`src/core/sinc3_pkg.sv`:
```
// Operation
// - The filter is a third-order sinc, one order above the second-order modulator.
// - The filter realises H(z) = ((1/R)(1 - z^-R)/(1 - z^-1))^3 with R the decimation ratio.
// - One output word is produced every decimation_ratio modulator clock cycles.
// - The full result is 3 x log2(ratio) bits wide; above ratio 32 only its upper sixteen bits are returned, at 32 all 15 with a zero below.
// - At a 10 MHz modulator clock the raw widths are 15, 18, 21, 24 and 27 bits for ratios 32 to 512.
// - The -3 dB corner of the response lies at 0.262 times the output word rate.
// - The incoming stream bit is taken at the falling edge of the modulator clock.
// - A 16-bit decimation selection covers ratios from 32 up to 4096.
// - Each stream bit becomes a 37-bit operand, zero for a low bit and one for a high bit.
// - Three cascaded 37-bit integrators update on every falling modulator edge and clear on reset.
// - A 16-bit sample counter steps on every falling edge, wraps after ratio minus one and clears on reset.
// - The word strobe rises at count half ratio minus one, falls at ratio minus one, and is low after reset.
// - Three cascaded 37-bit differentiators, each subtracting its one-word-delayed input, run on each word strobe fall.
// - The result word is a ratio-dependent slice of the last differentiator, positive full scale saturates to all ones, unknown ratios use the 256 slice.
// - The word-valid output pulses for one mclk_in cycle per word at the half-ratio point and is re-armed at the end of the count.
package sinc3_pkg;

	localparam int ACC_W   = 37;
	localparam int RATIO_W = 16;
	localparam int WORD_W  = 16;
	localparam int SLICE_W = 17;
	localparam int SHIFT_W = 6;
	localparam int FIFO_DEPTH = 16;

	localparam logic [ACC_W-1:0]   ACC_ZERO   = 37'h0;
	localparam logic [ACC_W-1:0]   ACC_ONE    = 37'h1;
	localparam logic [RATIO_W-1:0] COUNT_ZERO = 16'h0;
	localparam logic [RATIO_W-1:0] COUNT_STEP = 16'h1;
	localparam logic [WORD_W-1:0]  WORD_ZERO  = 16'h0;
	localparam logic [WORD_W-1:0]  WORD_FULL  = 16'hffff;
	localparam logic [SLICE_W-1:0] SAT_CODE   = 17'h10000;

	localparam logic [RATIO_W-1:0] RATIO_32   = 16'h0020;
	localparam logic [RATIO_W-1:0] RATIO_64   = 16'h0040;
	localparam logic [RATIO_W-1:0] RATIO_128  = 16'h0080;
	localparam logic [RATIO_W-1:0] RATIO_256  = 16'h0100;
	localparam logic [RATIO_W-1:0] RATIO_512  = 16'h0200;
	localparam logic [RATIO_W-1:0] RATIO_1024 = 16'h0400;
	localparam logic [RATIO_W-1:0] RATIO_2048 = 16'h0800;
	localparam logic [RATIO_W-1:0] RATIO_4096 = 16'h1000;

	// Shift of the result window over the difference value with one zero appended below.
	localparam logic [SHIFT_W-1:0] SHIFT_32   = 6'h00;
	localparam logic [SHIFT_W-1:0] SHIFT_64   = 6'h03;
	localparam logic [SHIFT_W-1:0] SHIFT_128  = 6'h06;
	localparam logic [SHIFT_W-1:0] SHIFT_256  = 6'h09;
	localparam logic [SHIFT_W-1:0] SHIFT_512  = 6'h0c;
	localparam logic [SHIFT_W-1:0] SHIFT_1024 = 6'h0f;
	localparam logic [SHIFT_W-1:0] SHIFT_2048 = 6'h12;
	localparam logic [SHIFT_W-1:0] SHIFT_4096 = 6'h15;

	typedef enum logic {
		ARMED = 1'b0,
		FIRED = 1'b1
	} arm_type;

	function automatic logic [SHIFT_W-1:0] slice_shift(input logic [RATIO_W-1:0] ratio);
		case (ratio)
			RATIO_32:   slice_shift = SHIFT_32;
			RATIO_64:   slice_shift = SHIFT_64;
			RATIO_128:  slice_shift = SHIFT_128;
			RATIO_256:  slice_shift = SHIFT_256;
			RATIO_512:  slice_shift = SHIFT_512;
			RATIO_1024: slice_shift = SHIFT_1024;
			RATIO_2048: slice_shift = SHIFT_2048;
			RATIO_4096: slice_shift = SHIFT_4096;
			default:    slice_shift = SHIFT_256;
		endcase
	endfunction

	function automatic logic [SLICE_W-1:0] window(input logic [ACC_W-1:0] diff,
		input logic [RATIO_W-1:0] ratio);
		logic [ACC_W:0] ext;
		ext = {diff, 1'b0} >> slice_shift(ratio);
		window = ext[SLICE_W-1:0];
	endfunction

	function automatic logic [WORD_W-1:0] result_word(input logic [ACC_W-1:0] diff,
		input logic [RATIO_W-1:0] ratio);
		logic [SLICE_W-1:0] win;
		win = window(diff, ratio);
		result_word = (win == SAT_CODE) ? WORD_FULL : win[WORD_W-1:0];
	endfunction

endpackage

```
`src/core/sample_fifo.sv`:
```
`timescale 1ns/100ps
module sample_fifo
#(
	parameter int WIDTH = 16,
	parameter int DEPTH = 16
)
(
	input  wire logic             clk_in,
	input  wire logic             nrst_in,
	input  wire logic             in_valid_in,
	output logic                  in_ready_out,
	input  wire logic [WIDTH-1:0] in_data_in,
	output logic                  out_valid_out,
	input  wire logic             out_ready_in,
	output logic      [WIDTH-1:0] out_data_out
);
	localparam int PTR_W = $clog2(DEPTH);
	localparam logic [PTR_W:0]   FILL_FULL = DEPTH[PTR_W:0];
	localparam logic [PTR_W-1:0] PTR_LAST  = PTR_W'(DEPTH - 1);

	logic [WIDTH-1:0] mem [DEPTH];
	logic [PTR_W-1:0] wr_q;
	logic [PTR_W-1:0] wr_d;
	logic [PTR_W-1:0] rd_q;
	logic [PTR_W-1:0] rd_d;
	logic [PTR_W:0]   fill_q;
	logic [PTR_W:0]   fill_d;
	logic             push;
	logic             pop;

	assign in_ready_out  = (fill_q != FILL_FULL);
	assign out_valid_out = (fill_q != '0);
	assign out_data_out  = mem[rd_q];
	assign push = in_valid_in && in_ready_out;
	assign pop  = out_valid_out && out_ready_in;

	always_comb
	begin
		wr_d   = wr_q;
		rd_d   = rd_q;
		fill_d = fill_q;
		if (push)
			wr_d = (wr_q == PTR_LAST) ? '0 : wr_q + 1'b1;
		if (pop)
			rd_d = (rd_q == PTR_LAST) ? '0 : rd_q + 1'b1;
		if (push && !pop)
			fill_d = fill_q + 1'b1;
		else if (pop && !push)
			fill_d = fill_q - 1'b1;
	end

	always_ff @(posedge clk_in or negedge nrst_in)
	begin
		if (!nrst_in)
		begin
			wr_q   <= '0;
			rd_q   <= '0;
			fill_q <= '0;
		end
		else
		begin
			wr_q   <= wr_d;
			rd_q   <= rd_d;
			fill_q <= fill_d;
		end
	end

	always_ff @(posedge clk_in)
	begin
		if (push)
			mem[wr_q] <= in_data_in;
	end
endmodule // sample_fifo

```
`src/core/sinc3_decimation_filter.sv`:
```
`timescale 1ns/100ps
module sinc3_decimation_filter
	import sinc3_pkg::*;
(
	input  wire logic               mclk_in,
	input  wire logic               nrst_in,
	input  wire logic               filter_sample_clock_in,
	input  wire logic               bitstream_in,
	input  wire logic [RATIO_W-1:0] decimation_ratio_in,
	output logic      [WORD_W-1:0]  sample_data_out,
	output logic                    sample_valid_out,
	input  wire logic               sample_ready_in,
	output logic                    word_valid_out,
	output logic                    word_strobe_out,
	output logic                    fifo_space_out,
	output logic                    overrun_out
);

	////////////////////////////////////////////////////////////////////////////////
	// Synchronisers for the modulator clock and stream, falling edge detection.

	logic clk_meta_q;
	logic clk_meta_d;
	logic clk_sync_q;
	logic clk_sync_d;
	logic clk_prev_q;
	logic clk_prev_d;
	logic bit_meta_q;
	logic bit_meta_d;
	logic bit_sync_q;
	logic bit_sync_d;
	logic sample_tick;

	always_comb
	begin
		clk_meta_d = filter_sample_clock_in;
		clk_sync_d = clk_meta_q;
		clk_prev_d = clk_sync_q;
		bit_meta_d = bitstream_in;
		bit_sync_d = bit_meta_q;
	end

	always_ff @(posedge mclk_in or negedge nrst_in)
	begin
		if (!nrst_in)
		begin
			clk_meta_q <= 1'b0;
			clk_sync_q <= 1'b0;
			clk_prev_q <= 1'b0;
			bit_meta_q <= 1'b0;
			bit_sync_q <= 1'b0;
		end
		else
		begin
			clk_meta_q <= clk_meta_d;
			clk_sync_q <= clk_sync_d;
			clk_prev_q <= clk_prev_d;
			bit_meta_q <= bit_meta_d;
			bit_sync_q <= bit_sync_d;
		end
	end

	// The stream bit is delayed as much as the clock, so it is taken mid-period.
	assign sample_tick = clk_prev_q && !clk_sync_q;

	////////////////////////////////////////////////////////////////////////////////
	// Integrators, sample counter, word strobe and word-valid arming.

	logic [ACC_W-1:0]   input_operand;
	logic [ACC_W-1:0]   integrator_stage_one_q;
	logic [ACC_W-1:0]   integrator_stage_one_d;
	logic [ACC_W-1:0]   integrator_stage_two_q;
	logic [ACC_W-1:0]   integrator_stage_two_d;
	logic [ACC_W-1:0]   integrator_stage_three_q;
	logic [ACC_W-1:0]   integrator_stage_three_d;
	logic [RATIO_W-1:0] count_q;
	logic [RATIO_W-1:0] count_d;
	logic [RATIO_W-1:0] count_last;
	logic [RATIO_W-1:0] count_half;
	logic               strobe_q;
	logic               strobe_d;
	arm_type            arm_q;
	arm_type            arm_d;
	logic               word_valid_q;
	logic               word_valid_d;

	assign input_operand = bit_sync_q ? ACC_ONE : ACC_ZERO;
	assign count_last = decimation_ratio_in - COUNT_STEP;
	assign count_half = (decimation_ratio_in >> 1) - COUNT_STEP;

	always_comb
	begin
		integrator_stage_one_d   = integrator_stage_one_q;
		integrator_stage_two_d   = integrator_stage_two_q;
		integrator_stage_three_d = integrator_stage_three_q;
		count_d      = count_q;
		strobe_d     = strobe_q;
		arm_d        = arm_q;
		word_valid_d = 1'b0;
		if (sample_tick)
		begin
			integrator_stage_one_d   = integrator_stage_one_q + input_operand;
			integrator_stage_two_d   = integrator_stage_two_q + integrator_stage_one_q;
			integrator_stage_three_d = integrator_stage_three_q + integrator_stage_two_q;
			if (count_q == count_last)
				count_d = COUNT_ZERO;
			else
				count_d = count_q + COUNT_STEP;
			if (count_q == count_half)
				strobe_d = 1'b1;
			else if (count_q == count_last)
				strobe_d = 1'b0;
			case (arm_q)
				ARMED:
				begin
					if (count_q == count_half)
					begin
						word_valid_d = 1'b1;
						arm_d = FIRED;
					end
				end
				FIRED:
				begin
					if (count_q == count_last)
						arm_d = ARMED;
				end
				default:
					arm_d = ARMED;
			endcase
		end
	end

	always_ff @(posedge mclk_in or negedge nrst_in)
	begin
		if (!nrst_in)
		begin
			integrator_stage_one_q   <= ACC_ZERO;
			integrator_stage_two_q   <= ACC_ZERO;
			integrator_stage_three_q <= ACC_ZERO;
			count_q      <= COUNT_ZERO;
			strobe_q     <= 1'b0;
			arm_q        <= ARMED;
			word_valid_q <= 1'b0;
		end
		else
		begin
			integrator_stage_one_q   <= integrator_stage_one_d;
			integrator_stage_two_q   <= integrator_stage_two_d;
			integrator_stage_three_q <= integrator_stage_three_d;
			count_q      <= count_d;
			strobe_q     <= strobe_d;
			arm_q        <= arm_d;
			word_valid_q <= word_valid_d;
		end
	end

	assign word_valid_out  = word_valid_q;
	assign word_strobe_out = strobe_q;

	////////////////////////////////////////////////////////////////////////////////
	// Differentiators and result word, run once per word at the strobe fall.

	logic             strobe_prev_q;
	logic             word_tick;
	logic [ACC_W-1:0] integrator_delay_q;
	logic [ACC_W-1:0] integrator_delay_d;
	logic [ACC_W-1:0] differentiator_stage_one_q;
	logic [ACC_W-1:0] differentiator_stage_one_d;
	logic [ACC_W-1:0] differentiator_stage_two_q;
	logic [ACC_W-1:0] differentiator_stage_two_d;
	logic [ACC_W-1:0] differentiator_stage_three_q;
	logic [ACC_W-1:0] differentiator_stage_three_d;
	logic [ACC_W-1:0] diff_one_delay_q;
	logic [ACC_W-1:0] diff_one_delay_d;
	logic [ACC_W-1:0] diff_two_delay_q;
	logic [ACC_W-1:0] diff_two_delay_d;
	logic [WORD_W-1:0] result_d;

	assign word_tick = strobe_prev_q && !strobe_q;

	always_comb
	begin
		integrator_delay_d           = integrator_delay_q;
		differentiator_stage_one_d   = differentiator_stage_one_q;
		differentiator_stage_two_d   = differentiator_stage_two_q;
		differentiator_stage_three_d = differentiator_stage_three_q;
		diff_one_delay_d = diff_one_delay_q;
		diff_two_delay_d = diff_two_delay_q;
		if (word_tick)
		begin
			differentiator_stage_one_d   = integrator_stage_three_q - integrator_delay_q;
			differentiator_stage_two_d   = differentiator_stage_one_q - diff_one_delay_q;
			differentiator_stage_three_d = differentiator_stage_two_q - diff_two_delay_q;
			integrator_delay_d = integrator_stage_three_q;
			diff_one_delay_d   = differentiator_stage_one_q;
			diff_two_delay_d   = differentiator_stage_two_q;
		end
	end

	// The word carries the third stage as it stood before this update, one word of latency.
	assign result_d = result_word(differentiator_stage_three_q, decimation_ratio_in);

	always_ff @(posedge mclk_in or negedge nrst_in)
	begin
		if (!nrst_in)
		begin
			strobe_prev_q                <= 1'b0;
			integrator_delay_q           <= ACC_ZERO;
			differentiator_stage_one_q   <= ACC_ZERO;
			differentiator_stage_two_q   <= ACC_ZERO;
			differentiator_stage_three_q <= ACC_ZERO;
			diff_one_delay_q             <= ACC_ZERO;
			diff_two_delay_q             <= ACC_ZERO;
		end
		else
		begin
			strobe_prev_q                <= strobe_q;
			integrator_delay_q           <= integrator_delay_d;
			differentiator_stage_one_q   <= differentiator_stage_one_d;
			differentiator_stage_two_q   <= differentiator_stage_two_d;
			differentiator_stage_three_q <= differentiator_stage_three_d;
			diff_one_delay_q             <= diff_one_delay_d;
			diff_two_delay_q             <= diff_two_delay_d;
		end
	end

	////////////////////////////////////////////////////////////////////////////////
	// Word buffer and registered output stage toward the consumer.

	logic              fifo_in_ready;
	logic              fifo_out_valid;
	logic [WORD_W-1:0] fifo_out_data;
	logic              fifo_pop;
	logic              out_valid_q;
	logic              out_valid_d;
	logic [WORD_W-1:0] out_data_q;
	logic [WORD_W-1:0] out_data_d;
	logic              space_q;
	logic              space_d;
	logic              overrun_q;
	logic              overrun_d;

	sample_fifo #(
		.WIDTH (WORD_W),
		.DEPTH (FIFO_DEPTH)
	) word_buffer (
		.clk_in        (mclk_in),
		.nrst_in       (nrst_in),
		.in_valid_in   (word_tick),
		.in_ready_out  (fifo_in_ready),
		.in_data_in    (result_d),
		.out_valid_out (fifo_out_valid),
		.out_ready_in  (fifo_pop),
		.out_data_out  (fifo_out_data)
	);

	assign fifo_pop = fifo_out_valid && (!out_valid_q || sample_ready_in);

	always_comb
	begin
		out_valid_d = out_valid_q;
		out_data_d  = out_data_q;
		if (fifo_pop)
		begin
			out_valid_d = 1'b1;
			out_data_d  = fifo_out_data;
		end
		else if (sample_ready_in)
			out_valid_d = 1'b0;
		space_d = fifo_in_ready;
		// A word that finds the buffer full is dropped; the stream cannot be stalled.
		overrun_d = overrun_q || (word_tick && !fifo_in_ready);
	end

	always_ff @(posedge mclk_in or negedge nrst_in)
	begin
		if (!nrst_in)
		begin
			out_valid_q <= 1'b0;
			out_data_q  <= WORD_ZERO;
			space_q     <= 1'b1;
			overrun_q   <= 1'b0;
		end
		else
		begin
			out_valid_q <= out_valid_d;
			out_data_q  <= out_data_d;
			space_q     <= space_d;
			overrun_q   <= overrun_d;
		end
	end

	assign sample_valid_out = out_valid_q;
	assign sample_data_out  = out_data_q;
	assign fifo_space_out   = space_q;
	assign overrun_out      = overrun_q;
endmodule // sinc3_decimation_filter

```
`config.mk`:
```
export PLATFORM = sky130hd
export DESIGN_NAME = sinc3_decimation_filter
export DESIGN_NICKNAME = d
export VERILOG_FILES = /design/src/core/sinc3_pkg.sv /design/src/core/sample_fifo.sv /design/src/core/sinc3_decimation_filter.sv
export SDC_FILE = /design/constraint.sdc
export NUM_CORES = 2
export LEC_CHECK = 0
export ABC_AREA = 1
export BUFFER_PORTS_ARGS = -buffer_cell sky130_fd_sc_hd__buf_2
export CORE_UTILIZATION = 60
export CTS_CLUSTER_DIAMETER = 50
export CTS_CLUSTER_SIZE = 25
export DETAILED_ROUTE_END_ITERATION = 8
export GPL_TIMING_DRIVEN = 0
export PLACE_DENSITY = 0.75
export SLEW_MARGIN = 5
export SYNTH_ARGS = -nofsm -noshare
export SYNTH_HDL_FRONTEND = slang
export SYNTH_SLANG_ARGS = --single-unit
```
`constraint.sdc`:
```
create_clock -name mclk_in -period 5.4 [get_ports mclk_in]
set_clock_uncertainty 0.1 [all_clocks]
set_input_delay 0.27 -clock mclk_in [delete_from_list [all_inputs] [get_ports mclk_in]]
set_output_delay 0.27 -clock mclk_in [all_outputs]
set_load 0.005 [all_outputs]
```
=== Word level (Yosys, flattened, before mapping) ===
Memory sizes are Yosys's and may differ from the RTL's. A register that Yosys moved wholly into a read port is not among the register bits.
Index checks and enable logic that the tools add are counted.

* Input port bits: 21
* Bits in registers: 374
* Output and inout bits: 21
* Word-level logic and storage cells: 95
* Memories kept: 1
* RAM bits: 256

* Equality and inequality tests: 13
* Add/subtract/negate cells: 13
* Shifts and indexed selects: 1
* Multiplexer cells: 19
* Bitwise gates (word level): 1
* Reductions and logical operators: 22

{| class="wikitable"
|+ Memory list
! memory !! depth !! bits a word !! rd ports !! clocked after Yosys merged registers in !! wr ports !! RTL line !! source
|-
| word_buffer.mem || 16 || 16 || 1 || 1 || 1 || sample_fifo.sv:21 || <nowiki>logic [WIDTH-1:0] mem [DEPTH];</nowiki>
|}

{| class="wikitable"
|+ Operator list
! kind !! number
|-
| 37-bit subtractor || 3
|-
| 37-bit adder || 2
|-
| 38-bit by 6-bit >> shifter with 17-bit output || 1
|-
| 37-bit by 1-bit adder with 37-bit output || 1
|-
| 5-bit case mux with 7 select lines || 1
|-
| 16-bit equality test || 2
|-
| 16-bit 2-to-1 mux || 2
|-
| 17-bit equality test (second input constant) || 1
|-
| 16-bit by 1-bit adder with 16-bit output (second input constant) || 1
|-
| 16-bit by 10-bit equality test with 1-bit output (second input constant) || 1
|-
| 16-bit by 11-bit equality test with 1-bit output (second input constant) || 1
|-
| 16-bit by 12-bit equality test with 1-bit output (second input constant) || 1
|-
| 16-bit by 13-bit equality test with 1-bit output (second input constant) || 1
|-
| 16-bit by 6-bit equality test with 1-bit output (second input constant) || 1
|-
| 16-bit by 7-bit equality test with 1-bit output (second input constant) || 1
|-
| 16-bit by 8-bit equality test with 1-bit output (second input constant) || 1
|-
| 15-bit by 1-bit subtractor with 16-bit output (second input constant) || 1
|-
| 16-bit by 1-bit subtractor with 16-bit output (second input constant) || 1
|-
| 1-bit 2-to-1 mux || 11
|-
| 5-bit 2-to-1 mux || 2
|-
| 4-bit by 1-bit adder with 4-bit output (second input constant) || 2
|-
| 4-bit equality test (second input constant) || 2
|-
| 1-bit logical AND || 8
|-
| 4-bit 2-to-1 mux || 2
|-
| other kinds (10) || 19
|}

=== Depth between registers and ports, before layout ===
* Word-level depth: 7
* Mapped depth: 26
* Mapped depth without buffers: 23

=== Hierarchy ===
From an unflattened synthesis, not the netlist that was laid out.

* Cells, all modules: 4,985
* Area, all modules: 39,361.5 um^2

{| class="wikitable"
|+ Modules (own cells, without submodules)
! module !! area each (um^2) !! times used !! sequential area each (um^2) !! cells an instance
|-
| sinc3_decimation_filter || 27,314.9 || 1 || 9,435.3 || 3,769
|-
| sample_fifo || 12,046.6 || 1 || 8,012.7 || 1,216
|}

=== Worst setup path before layout ===
OpenSTA, ideal clock, no wires.

* Kind: input to register
* Start point: input decimation_ratio_in[1]
* End point: memory word_buffer.mem[0][9] (data pin)
* Arrival: 2,646 ps
* Required time: 5,095 ps
* Setup slack: 2,449 ps
* Library setup time: 205 ps
* Path buffers: 2
* Cell stages on the path: 24
* Cell sequence: inv_1 -> ha_1 -> nand2_2 -> nor2_8 -> nand2_1 -> nor2_2 -> nor2_2 -> nand2_4 -> nand2_4 -> buf_6 -> o21ai_1 -> nand2_1 -> nand2_1 -> nand2_1 -> nand2_1 -> nand2_1 -> nand2_1 -> nand2_1 -> nor2_1 -> nand2_1 -> nor2_1 -> nand2_2 -> buf_6 -> nand2_1

* Cells in the longest elaborated chain, start to end: 5
* Elaborated cells between the ends (all ways): 11
* Classes of those cells: eq/ne (8); shift (1); mux (2)

{| class="wikitable"
|+ RTL lines
! what !! RTL line !! source
|-
| from (decl) || sinc3_decimation_filter.sv:9 || <nowiki>input wire logic [RATIO_W-1:0] decimation_ratio_in,</nowiki>
|-
| 16-bit by 13-bit equality test with 1-bit output, or another cell as far along || sinc3_pkg.sv:59 || <nowiki>case (ratio)</nowiki>
|-
| 5-bit case mux with 7 select lines * || sinc3_pkg.sv:59 ||
|-
| 38-bit by 6-bit >> shifter with 17-bit output * || sinc3_pkg.sv:75 || <nowiki>ext = {diff, 1'b0} >> slice_shift(ratio);</nowiki>
|-
| 17-bit equality test || sinc3_pkg.sv:83 || <nowiki>result_word = (win == SAT_CODE) ? WORD_FULL : win[WORD_W-1:0];</nowiki>
|-
| 16-bit 2-to-1 mux * || sinc3_pkg.sv:83 ||
|-
| named net result_d[9] || sinc3_decimation_filter.sv:177 || <nowiki>logic [WORD_W-1:0] result_d;</nowiki>
|-
| to (decl) || sample_fifo.sv:21 ||
|}

The timed path passes the listed nets; every way through them passes the cells marked *.

=== Worst setup path in the final report ===
* Start point: register integrator_stage_three_q[1]
* End point: register integrator_stage_three_q[30]

* Cells in the longest elaborated chain, start to end: 1

{| class="wikitable"
|+ RTL lines
! what !! RTL line !! source
|-
| from (decl) || sinc3_decimation_filter.sv:74 || <nowiki>logic [ACC_W-1:0] integrator_stage_three_q;</nowiki>
|-
| from (signal assigned) || sinc3_decimation_filter.sv:149 || <nowiki>integrator_stage_three_q <= integrator_stage_three_d;</nowiki>
|-
| 37-bit adder || sinc3_decimation_filter.sv:104 || <nowiki>integrator_stage_three_d = integrator_stage_three_q + integrator_stage_two_q;</nowiki>
|}

No other way between the ends.
A chain may end at the register's enable or synchronous reset.

==> flow_summary_export.csv <==
group,metric,value,unit
setup_path,crit_top_cell,"nand2_1",
setup_path,path_delay_family,"compound AO/OA/AOI/OAI gates",
setup_path,r2r_slack,1.38,ns
grt,gr-usage-all-layers,0.338,
grt,grt_pass1_wl,168000,µm
synthesis,synth.avg_cell_area,8.35,µm²
final_layout,drive_above_1_share,0.0619,
timing,final-setup-viol-count,0,
route,dr.pass1.iters,6,
timing,setup_tns,0,ns
setup_path,crit_path_start_kind,"flip-flop",
synthesis,syn-num-nets,4745,
clocking,clock-root-buffer,"clkbuf_16",
route,antenna_left,0,
final_layout,fin_cells,5554,
clocking,cts_sinks,646,
floorplanning,fp.dieH,253,µm
timing,timing.final.crit_share,0.744,
floorplanning,die_w,253,µm
synthesis,ys_ff_latch,646,
flow_run,maxCapViolCount,0,
power_and_ir_drop,power_density,354,nW/µm²
timing,fmax,0.249,GHz
setup_path,cp.required,5.82,ns
clocking,clk_latency,0.65,ns
synthesis,synth_edf_count,256,
timing,fin_hold_ws,0.118,ns
route,drt_iter0_drc,2877,
synthesis,ys_warn_count,0,
setup_path,crit_chain,"inv_1, fa_1, o21ai_0, a21oi_1, o21ai_0, a21boi_0, o21ai_0, nand3_1, a31oi_1, nand2_1, nand2_1, nand2_1, nand3_1, nand2_1",
floorplanning,die_area,63900,µm²
placed_design,hpwl,80500,µm
route,drcViolationCount,0,
setup_path,crit_type,"reg -> reg",
final_layout,antennaDiodeCount,0,
final_layout,layout_common_cells,"907 x nand2_1, 505 x o21ai_0, 485 x inv_1, 412 x nor2_1, 389 x dfrtp_1",
clocking,cts_buffers,71,
setup_path,worst-path-max-fanout,5,
floorplanning,initial_utilization,0.609,
setup_path,slowest_stage,"o21ai_0",
timing,min_period,4.02,ns
setup_path,worstSetupEndpointType,"flip-flop",
floorplanning,core,61900,µm²
route,wl_per_cell,19.2,µm
setup_path,worstPathArrival,4.43,ns
timing,drv_slew,0,
clocking,cts_setup_buffers,0,
timing,relSlewSlack,0.370,
placed_design,dp.cells,5416,
synthesis,netlist_area,37700,µm²
synthesis,syn_inst,4522,
clocking,cts_tree,"done",
timing,hold_viol,0,
synthesis,async_flop_share,0.604,
final_layout,mostFrequentLayoutCell,"nand2_1",
power_and_ir_drop,ir_worst_vdd,0.000302,V
clocking,cts_repair_resize_count,0,
clocking,clk_pin_slew,0.06,ns
final_layout,utilization,0.677,
clocking,htreeDepth,3,
grt,first_global_vias,30900,
placed_design,place.port_buffers,37,
grt,grt_max_degree,114,
floorplanning,rows,91,
route,vias_per_cell,5.79,
timing,worstMarginPinSlew,0.945,ns
grt,grt_overflow,0,
power_and_ir_drop,leakage,19.7,nW
synthesis,ys_types,56,
timing,timing.final.ws_setup,1.38,ns
clocking,clock_path_buffers,3,
grt,antenna_found_initial,0,
min_path,hp-class,"in -> reg",
setup_path,crit_buf_inv,1,
route,routed-via-count,32100,
placed_design,gp_congestion,0.931,
final_layout,fin_nets,4881,
synthesis,yosys_most_used_dff,"dfrtp_1",
timing,rsz0062_at_grt,"no",
setup_path,critPathMaxStageDelay,0.53,ns
run_status,outcome,"completed",
placed_design,post-place-ws,0.978,ns
synthesis,synth_seq_area_share,0.462,
final_layout,fillers,5148,
route,finalWirelength,107000,µm
final_layout,area_growth,11.1,%
floorplanning,io_pins,42,
[worst min-delay path, delay by kind of cell]
family	cells	cell delay (ns)
and+or+nand+nor	3	0.21
buffers and inverters	1	0.12
AOI/OAI and AO/OA	1	0.10
xor gates and xnor gates	1	0.08
[cell usage after synthesis, drive strengths merged (17+ instances only)]
master	n	area (µm²)
or2	37	231
nand3	299	1500
a31oi	84	526
nand3b	21	158
inv	489	1840
clkbuf	131	492
nand4	17	106
o211ai	36	270
nor4	21	131
nand2	922	3530
nor3	34	196
a21oi	232	1160
xnor2	103	902
o22ai	20	125
o21ai	514	2580
buf	23	153
o221ai	60	526
a21o	21	158
xor2	117	1020
nor2	440	1720
dfrtp	389	9730
ha	196	2450
edfxtp	256	7690
[registers in the layout (all words and copies together), names as in the netlist, 4 cells and up]
signal,count
diff_two_delay_q,37
diff_one_delay_q,37
differentiator_stage_two_q,37
integrator_stage_three_q,37
integrator_delay_q,37
integrator_stage_two_q,37
word_buffer.mem,256
integrator_stage_one_q,37
word_buffer.wr_q,4
word_buffer.fill_q,5
differentiator_stage_one_q,37
count_q,16
sample_data_out,16
word_buffer.rd_q,4
differentiator_stage_three_q,37
[per-layer routing]
layer  track usage  routed length (µm)  up-vias
met3        0.0383                6020      261
li1              -                   -    15600
met1         0.426               43800    15100
met2         0.585               52000     1099
met4         0.149                4870        0
met5             0                   0        -
[worst paths after layout]
kind | start | endpoint | cells after the start
max | integrator_stage_three_q[1] | integrator_stage_three_q[30] | 14
min | decimation_ratio_in[9] | word_valid_out | 6
max reg2reg | integrator_stage_three_q[1] | integrator_stage_three_q[30] | 14
min reg2reg | bit_meta_q | bit_sync_q | 0
max in group asynchronous | nrst_in | diff_two_delay_q[29] | 6
min in group asynchronous | nrst_in | integrator_stage_two_q[15] | 3
[through the flow]
step	power, mW	cell area, µm²
2_1_floorplan	8.29	37700
3_3_place_gp	9.64	39000
3_5_place_dp	9.72	39400
4_1_cts	14.8	41900
5_1_grt	15.5	41900
6_report	14.9	41900
[cell type report]
cell class | count | area (µm²) | share of cell area
Buffer | 154 | 644 | 0.0154
Inverter | 491 | 1840 | 0.0439
Timing Repair Buffer | 63 | 631 | 0.0150
Clock buffer | 83 | 1860 | 0.0444
Clock inverter | 49 | 621 | 0.0148
Multi-Input combinational cell | 3231 | 17900 | 0.426
Sequential cell | 646 | 17400 | 0.416
Tap cell | 837 | 1050 | 0.0250
[cells by family (layout without fill, tap and decap cells)]
logic type,count (synthesis),in the layout,synth area share
flip-flops,646,646,0.462
multiplexers,1,1,0.000265
AND/OR/NAND/NOR,1801,1801,0.203
AO/OA/AOI/OAI,1007,1007,0.150
adder cells (fa/ha/maj),202,202,0.0682
buffers and inverters,645,840,0.0659
XOR/XNOR,220,220,0.0510
[what timing repair did]
item / CTS / global route
endpoints found under the setup margin: 0 / 0
endpoints found under the hold margin: 198 / 0
hold buffers: 6 / 0
[power breakdown]
part | internal [mW] | switching, mW | total (mW)
combinational | 1.39 | 2.85 | 4.24
sequential | 5.28 | 0.209 | 5.49
clock | 2.85 | 2.27 | 5.12
Note: power is estimated with default switching activity, not from simulation.
